===== src/shared/eit_pkg.sv =====
package eit_pkg;

   // ----------------------------------------------------------------
   // register addresses
   // ----------------------------------------------------------------
   localparam logic [15:0] ADDR_TIMER_CONTROL = 16'hFFCC;
   localparam logic [15:0] ADDR_INTERVAL_COMPARE = 16'hFFCD;
   localparam logic [15:0] ADDR_INTERVAL_COUNTER = 16'hFFCE;

   // ----------------------------------------------------------------
   // timer_control fields and reset values
   // ----------------------------------------------------------------
   localparam int RUN_ENABLE_BIT = 7;
   localparam int CLOCK_SELECT_HI_BIT = 2;
   localparam int CLOCK_SELECT_LO_BIT = 1;
   localparam logic [7:0] CONTROL_WRITE_MASK = 8'h86;
   localparam logic [7:0] CONTROL_RESET = 8'h00;
   localparam logic [7:0] COUNTER_RESET = 8'h00;
   localparam logic [7:0] READ_ZERO = 8'h00;

   // ----------------------------------------------------------------
   // prescaler: divider bit whose rising edge is the count clock
   // ----------------------------------------------------------------
   localparam int DIV_WIDTH = 16;
   localparam logic [3:0] DIV_TAP_64 = 4'h5;
   localparam logic [3:0] DIV_TAP_256 = 4'h7;
   localparam logic [3:0] DIV_TAP_1024 = 4'h9;
   localparam logic [3:0] DIV_TAP_65536 = 4'hF;
   localparam logic [15:0] DIV_RESET = 16'h0000;

   typedef enum logic [1:0] {
      EIT_DIV_64 = 2'b00,
      EIT_DIV_256 = 2'b01,
      EIT_DIV_1024 = 2'b10,
      EIT_DIV_65536 = 2'b11
   } eit_clk_sel_t;

   // ----------------------------------------------------------------
   // register access request from the cpu side
   // ----------------------------------------------------------------
   typedef struct packed {
      logic [15:0] addr;
      logic wr;
      logic bit_wr;
      logic [2:0] bit_sel;
      logic bit_val;
      logic [7:0] wdata;
      logic rd;
   } eit_req_t;

endpackage : eit_pkg


===== src/verilog/eit_timer.sv =====
`timescale 1ns/1ps

// Behaviour
// compare register checked against counter continuously
// compare accepts any byte value
// compare not initialised by reset
// counter readable, returns current count
// reset clears counter to zero
// reset clears control; bit and byte writes
// enable low holds counter zero
// select picks divide by 64/256/1024/65536
// software writes zero to unused control bits
// match clears counter, counting continues
// interrupt in same cycle counter clears
// interrupt period is compare plus one ticks
// software writes control only when stopped
// compare change while running may match early
// set enable in separate write after select
// first interval up to one tick short
// counter steps by one per count tick
module eit_timer (
   // clock and reset
   input wire logic CORE_CLK,
   input wire logic SRST,
   // register access
   input wire eit_pkg::eit_req_t REG_REQ,
   output logic [7:0] REG_RDATA,
   // interrupt
   output logic MATCH_IRQ
);

   logic [7:0] timer_control_q;
   logic [7:0] timer_control_d;
   logic [7:0] interval_compare_q;
   logic [7:0] interval_counter_q;
   logic [7:0] interval_counter_d;
   logic [7:0] rdata_q;
   logic [7:0] rdata_d;
   logic irq_q;
   logic irq_d;
   logic run_enable;
   logic count_tick;
   logic match;
   logic sel_control;
   logic sel_compare;
   logic sel_counter;
   eit_pkg::eit_clk_sel_t clk_sel;

   // ----------------------------------------------------------------
   // address decode
   // ----------------------------------------------------------------
   assign sel_control = REG_REQ.addr == eit_pkg::ADDR_TIMER_CONTROL;
   assign sel_compare = REG_REQ.addr == eit_pkg::ADDR_INTERVAL_COMPARE;
   assign sel_counter = REG_REQ.addr == eit_pkg::ADDR_INTERVAL_COUNTER;

   // ----------------------------------------------------------------
   // timer_control: byte write or single-bit write
   // ----------------------------------------------------------------
   always_comb begin
      timer_control_d = timer_control_q;
      if (sel_control && REG_REQ.wr) begin
         timer_control_d = REG_REQ.wdata & eit_pkg::CONTROL_WRITE_MASK;
      end else if (sel_control && REG_REQ.bit_wr) begin
         timer_control_d[REG_REQ.bit_sel] = REG_REQ.bit_val;
         timer_control_d = timer_control_d & eit_pkg::CONTROL_WRITE_MASK;
      end
   end

   always_ff @(posedge CORE_CLK) begin
      if (SRST) begin
         timer_control_q <= eit_pkg::CONTROL_RESET;
      end else begin
         timer_control_q <= timer_control_d;
      end
   end

   assign run_enable = timer_control_q[eit_pkg::RUN_ENABLE_BIT];
   assign clk_sel = eit_pkg::eit_clk_sel_t'({
      timer_control_q[eit_pkg::CLOCK_SELECT_HI_BIT],
      timer_control_q[eit_pkg::CLOCK_SELECT_LO_BIT]});

   // ----------------------------------------------------------------
   // interval_compare: byte write only, no reset
   // ----------------------------------------------------------------
   always_ff @(posedge CORE_CLK) begin
      if (sel_compare && REG_REQ.wr) begin
         interval_compare_q <= REG_REQ.wdata;
      end
   end

   // ----------------------------------------------------------------
   // prescaler
   // ----------------------------------------------------------------
   eit_prescaler u_prescaler (
      .clk(CORE_CLK),
      .srst(SRST),
      .sel(clk_sel),
      .tick(count_tick)
   );

   // ----------------------------------------------------------------
   // counter and match
   // ----------------------------------------------------------------
   assign match = interval_counter_q == interval_compare_q;

   always_comb begin
      interval_counter_d = interval_counter_q;
      irq_d = 1'b0;
      if (!run_enable) begin
         interval_counter_d = eit_pkg::COUNTER_RESET;
      end else if (count_tick) begin
         if (match) begin
            interval_counter_d = eit_pkg::COUNTER_RESET;
            irq_d = 1'b1;
         end else begin
            interval_counter_d = interval_counter_q + 8'h01;
         end
      end
   end

   always_ff @(posedge CORE_CLK) begin
      if (SRST) begin
         interval_counter_q <= eit_pkg::COUNTER_RESET;
      end else begin
         interval_counter_q <= interval_counter_d;
      end
   end

   always_ff @(posedge CORE_CLK) begin
      if (SRST) begin
         irq_q <= 1'b0;
      end else begin
         irq_q <= irq_d;
      end
   end

   assign MATCH_IRQ = irq_q;

   // ----------------------------------------------------------------
   // read data
   // ----------------------------------------------------------------
   always_comb begin
      rdata_d = rdata_q;
      if (REG_REQ.rd) begin
         if (sel_counter) begin
            rdata_d = interval_counter_q;
         end else if (sel_control) begin
            rdata_d = timer_control_q;
         end else begin
            rdata_d = eit_pkg::READ_ZERO;
         end
      end
   end

   always_ff @(posedge CORE_CLK) begin
      if (SRST) begin
         rdata_q <= eit_pkg::READ_ZERO;
      end else begin
         rdata_q <= rdata_d;
      end
   end

   assign REG_RDATA = rdata_q;

endmodule : eit_timer


===== src/verilog/eit_prescaler.sv =====
`timescale 1ns/1ps

module eit_prescaler (
   // clock and reset
   input wire logic clk,
   input wire logic srst,
   // count clock selection
   input wire eit_pkg::eit_clk_sel_t sel,
   // one-cycle count clock edge
   output logic tick
);

   logic [15:0] div_q;
   logic tap_prev_q;
   logic tap;

   // ----------------------------------------------------------------
   // free-running divider
   // ----------------------------------------------------------------
   always_ff @(posedge clk) begin
      if (srst) begin
         div_q <= eit_pkg::DIV_RESET;
      end else begin
         div_q <= div_q + 16'h0001;
      end
   end

   always_comb begin
      case (sel)
         eit_pkg::EIT_DIV_64: tap = div_q[eit_pkg::DIV_TAP_64];
         eit_pkg::EIT_DIV_256: tap = div_q[eit_pkg::DIV_TAP_256];
         eit_pkg::EIT_DIV_1024: tap = div_q[eit_pkg::DIV_TAP_1024];
         eit_pkg::EIT_DIV_65536: tap = div_q[eit_pkg::DIV_TAP_65536];
         default: tap = 1'b0;
      endcase
   end

   // ----------------------------------------------------------------
   // rising edge of the selected tap
   // ----------------------------------------------------------------
   always_ff @(posedge clk) begin
      if (srst) begin
         tap_prev_q <= 1'b0;
      end else begin
         tap_prev_q <= tap;
      end
   end

   // divider runs regardless of enable, so first interval may be short
   assign tick = tap & ~tap_prev_q;

endmodule : eit_prescaler


===== config.mk =====
export PLATFORM = sky130hd
export DESIGN_NAME = eit_timer
export DESIGN_NICKNAME = d
export VERILOG_FILES = /design/src/shared/eit_pkg.sv /design/src/verilog/eit_timer.sv /design/src/verilog/eit_prescaler.sv
export SDC_FILE = /design/constraint.sdc
export NUM_CORES = 1
export LEC_CHECK = 0
export BUFFER_PORTS_ARGS = -buffer_cell sky130_fd_sc_hd__buf_2
export CAP_MARGIN = 5
export CORE_MARGIN = 2
export CORE_UTILIZATION = 61
export CTS_BUF_LIST = sky130_fd_sc_hd__clkbuf_4 sky130_fd_sc_hd__clkbuf_8
export DETAILED_ROUTE_END_ITERATION = 10
export GPL_ROUTABILITY_DRIVEN = 1
export GPL_TIMING_DRIVEN = 0
export HOLD_SLACK_MARGIN = 0.06
export PLACE_DENSITY = 0.95
export REMOVE_ABC_BUFFERS = 1
export SYNTH_ARGS = -nofsm -noshare
export SYNTH_HDL_FRONTEND = slang
export SYNTH_SLANG_ARGS = --single-unit

===== constraint.sdc =====
create_clock -name CORE_CLK -period 3.53 [get_ports CORE_CLK]
set_clock_uncertainty 0.1 [all_clocks]
set_input_delay 0 -clock CORE_CLK [delete_from_list [all_inputs] [get_ports CORE_CLK]]
set_output_delay 0 -clock CORE_CLK [all_outputs]
set_load 0.01 [all_outputs]

==> impl_metrics.csv <==
group,metric,value,unit
drt,wl,5220,um
cells_and_area,num-fill-cells,200,
sta,post-route-period-util,96.9,%
sta,finalMaxSlewViolations,0,
global_routing,antenna_found_initial,0,
drt,wirelength_met1,1970,um
logic_synthesis,yosysWarnings,0,
cells_and_area,syn2layout_area_growth,27.6,%
power,p_seq_share,62.8,%
critical_path,path_max_fanout,6,
drt,route.met3.wl,309,um
place,globalplace.congestion,0.773,
place,numPortBuffers,41,
drt,drt_iter0_markers,117,
cells_and_area,drive_above_1_share,19.9,%
drt,wl_per_cell,16.2,um
cells_and_area,diodes,0,
power,powerDensity,322,mW/mm2
logic_synthesis,yosysSeqAreaShare,47.8,%
drt,wl_met2,2760,um
clock_network,cts.sinks,45,
power,finalPower,0.843,mW
logic_synthesis,synth_edf_count,8,
drt,routed.top_layer,"met4",
clock_network,h-tree-depth,2,
drt,drc,0,
power,cellInternalPower,0.646,mW
logic_synthesis,synth_cells,209,
clock_network,clkTransAtPathRegs,0.12,ns
die,die_y,62,um
die,die_x,62,um
logic_synthesis,yosysTopAreaCell,"dfxtp_1",
sta,hold_viol_final,0,
flow_run,maxCapViolations,0,
sta,relSlewSlack,33.8,%
logic_synthesis,synth_common_cells,"dfxtp_1, nor2_1, xnor2_1",
place,dp_slack,1.24,ns
die,dieArea,0.00384,mm2
die,rows,21,
clock_network,clock_latency,0.37,ns
sta,hold_ws,0.156,ns
power,power_switching_share,23.4,%
power,p_leak,0.894,nW
die,core,0.00328,mm2
logic_synthesis,synthFlopType,"dfxtp_1",
critical_path,path_class,"in -> reg",
power,ir_worst_vdd,236,uV
logic_synthesis,syn_area,0.00205,mm2
clock_network,cts_setup_buffers,0,
sta,worstMarginPinSlew,0.985,ns
critical_path,end_kind,"register",
global_routing,grt_pass1_wl,7890,um
logic_synthesis,avgSynthCellArea,9.82,um2
logic_synthesis,synthTopCellsByArea,"dfxtp_1, edfxtp_1, xnor2_1, nor2_1, nand3_1",
power,p_sw,0.197,mW
global_routing,grt_pass1_vias,1858,
cells_and_area,sequential_cell_area,981,um2
global_routing,global_route.usage.total,29.0,%
sta,setup_viol,0,
clock_network,cts_tree,"done",
clock_network,clockBufferDepth,2,
logic_synthesis,synth_most_common_cell,"dfxtp_1",
power,combPwrFrac,8.0,%
cells_and_area,multi_input_area,0.00103,mm2
sta,finalWorstSetupSlack,0.110,ns
place,dp_hpwl,2980,um
clock_network,root_buffer,"clkbuf_4",
sta,rsz0062_at_grt,"no",
global_routing,grt.overflow.total,0,
sta,max_freq,292,MHz
clock_network,numCtsBuffers,5,
cells_and_area,fin_util,79.7,%
outcome,status,"completed",
logic_synthesis,async_flop_share,0,%
power,pwr-share-clk,29.2,%
logic_synthesis,netlist-cell-type-count,38,
cells_and_area,finalNetCount,311,
critical_path,cp.required,3.74,ns
drt,drtAntennaViolNets,0,
critical_path,arrival,3.63,ns
drt,vias,1883,
die,initial_core_util,62.5,%
drt,drt-pass1-iter-count,4,
die,ios,42,
sta,final.setup.tns,0,ns
drt,via_per_inst,5.83,
logic_synthesis,ys_ff_latch,45,
logic_synthesis,synth.top_cell.area_share,36.1,%
critical_path,start_kind,"input port",
sta,finalCriticalPeriod,3.42,ns
hold_path,hold_class,"in -> reg",
global_routing,grt_max_degree,29,
## critical path, stage by stage
cell           delay, ns
dlygate4sd3_1       0.54
buf_2               0.14
nand4bb_4           0.14
dlygate4sd3_1       0.64
nor4_4              0.40
o21ai_0             0.21
dlygate4sd3_1       0.63
a211oi_1            0.31
dlygate4sd3_1       0.61
## flip-flops by register name (all words and copies together), names as in the netlist
name / flops
u_prescaler.div_q: 16
interval_compare_q: 8
timer_control_q: 3
interval_counter_q: 8
u_prescaler.tap_prev_q: 1
REG_RDATA: 8
MATCH_IRQ: 1
## final cells by class
type	instances	share of cell area, %
timing repair buffer	68	18.2
clock buffer	6	1.72
inverter	4	0.574
clock inverter	2	0.382
sequential	45	37.5
multi-input combinational	152	39.5
tap	46	2.20
## through the flow
step	instances	area, um2
after floorplan	201	2020
after global placement	288	2280
after detailed placement	288	2280
after CTS	323	2610
after global routing	323	2620
final	323	2620
## timing repair
action	in CTS	in global routing
setup endpoints to repair	0	1
resized for setup	0	1
hold buffers	27	0
hold endpoints to repair	43	0
## routing by layer
layer  vias up  GRT usage (%)
met2        90           53.3
met5         -              0
met3        21           5.80
met1       875           29.7
li1        897              -
met4         0           18.2
## kinds of logic after synthesis
family | after synthesis | share of synthesized area (%)
DFF | 45 | 47.8
adders and majority gates | 2 | 1.22
buffers and inverters | 12 | 2.26
AOI/OAI and AO/OA | 27 | 9.09
muxes | 2 | 1.59
xor gates and xnor gates | 26 | 11.1
and+or+nand+nor | 95 | 27.0
## power by group through the flow
stage | combinational (mW) | clock [mW] | sequential, mW
3_5_place_dp | 0.0459 | 0 | 0.541
4_1_cts | 0.0612 | 0.245 | 0.529
3_3_place_gp | 0.0447 | 0 | 0.541
2_1_floorplan | 0.0140 | 0 | 0.541
6_report | 0.0675 | 0.246 | 0.529
5_1_grt | 0.0729 | 0.268 | 0.530
## final timing paths
kind	from	end	slack (ns)	cells past startpoint
setup / recovery	REG_REQ[18]	timer_control_q[2]$_SDFFE_PP0P_	0.11	9
hold / removal	REG_REQ[17]	REG_RDATA[2]$_SDFFE_PP0P_	0.16	5
setup reg to reg	timer_control_q[1]$_SDFFE_PP0P_	timer_control_q[1]$_SDFFE_PP0P_	1.47	4
hold reg to reg	u_prescaler.div_q[0]$_SDFF_PP0_	u_prescaler.div_q[0]$_SDFF_PP0_	0.37	1
## placed cells by master, fill, tap and decap left out, drive strengths merged, types with 2 or more instances in the layout
cell,n
nor3,6
nor3b,5
nor4,8
ha,2
nand2,8
clkinv,2
o41ai,2
or4,2
nand3,13
buf,41
edfxtp,8
nand4bb,2
dlygate4sd3,27
dfxtp,37
nand4,10
nor2,24
clkbuf,6
a211oi,6
o21ai,7
xnor2,22
or3,3
inv,4
nor4bb,2
xor2,4
a21oi,8
a22oi,3
nand2b,6
No activity file was read; power rests on OpenSTA's default activity.
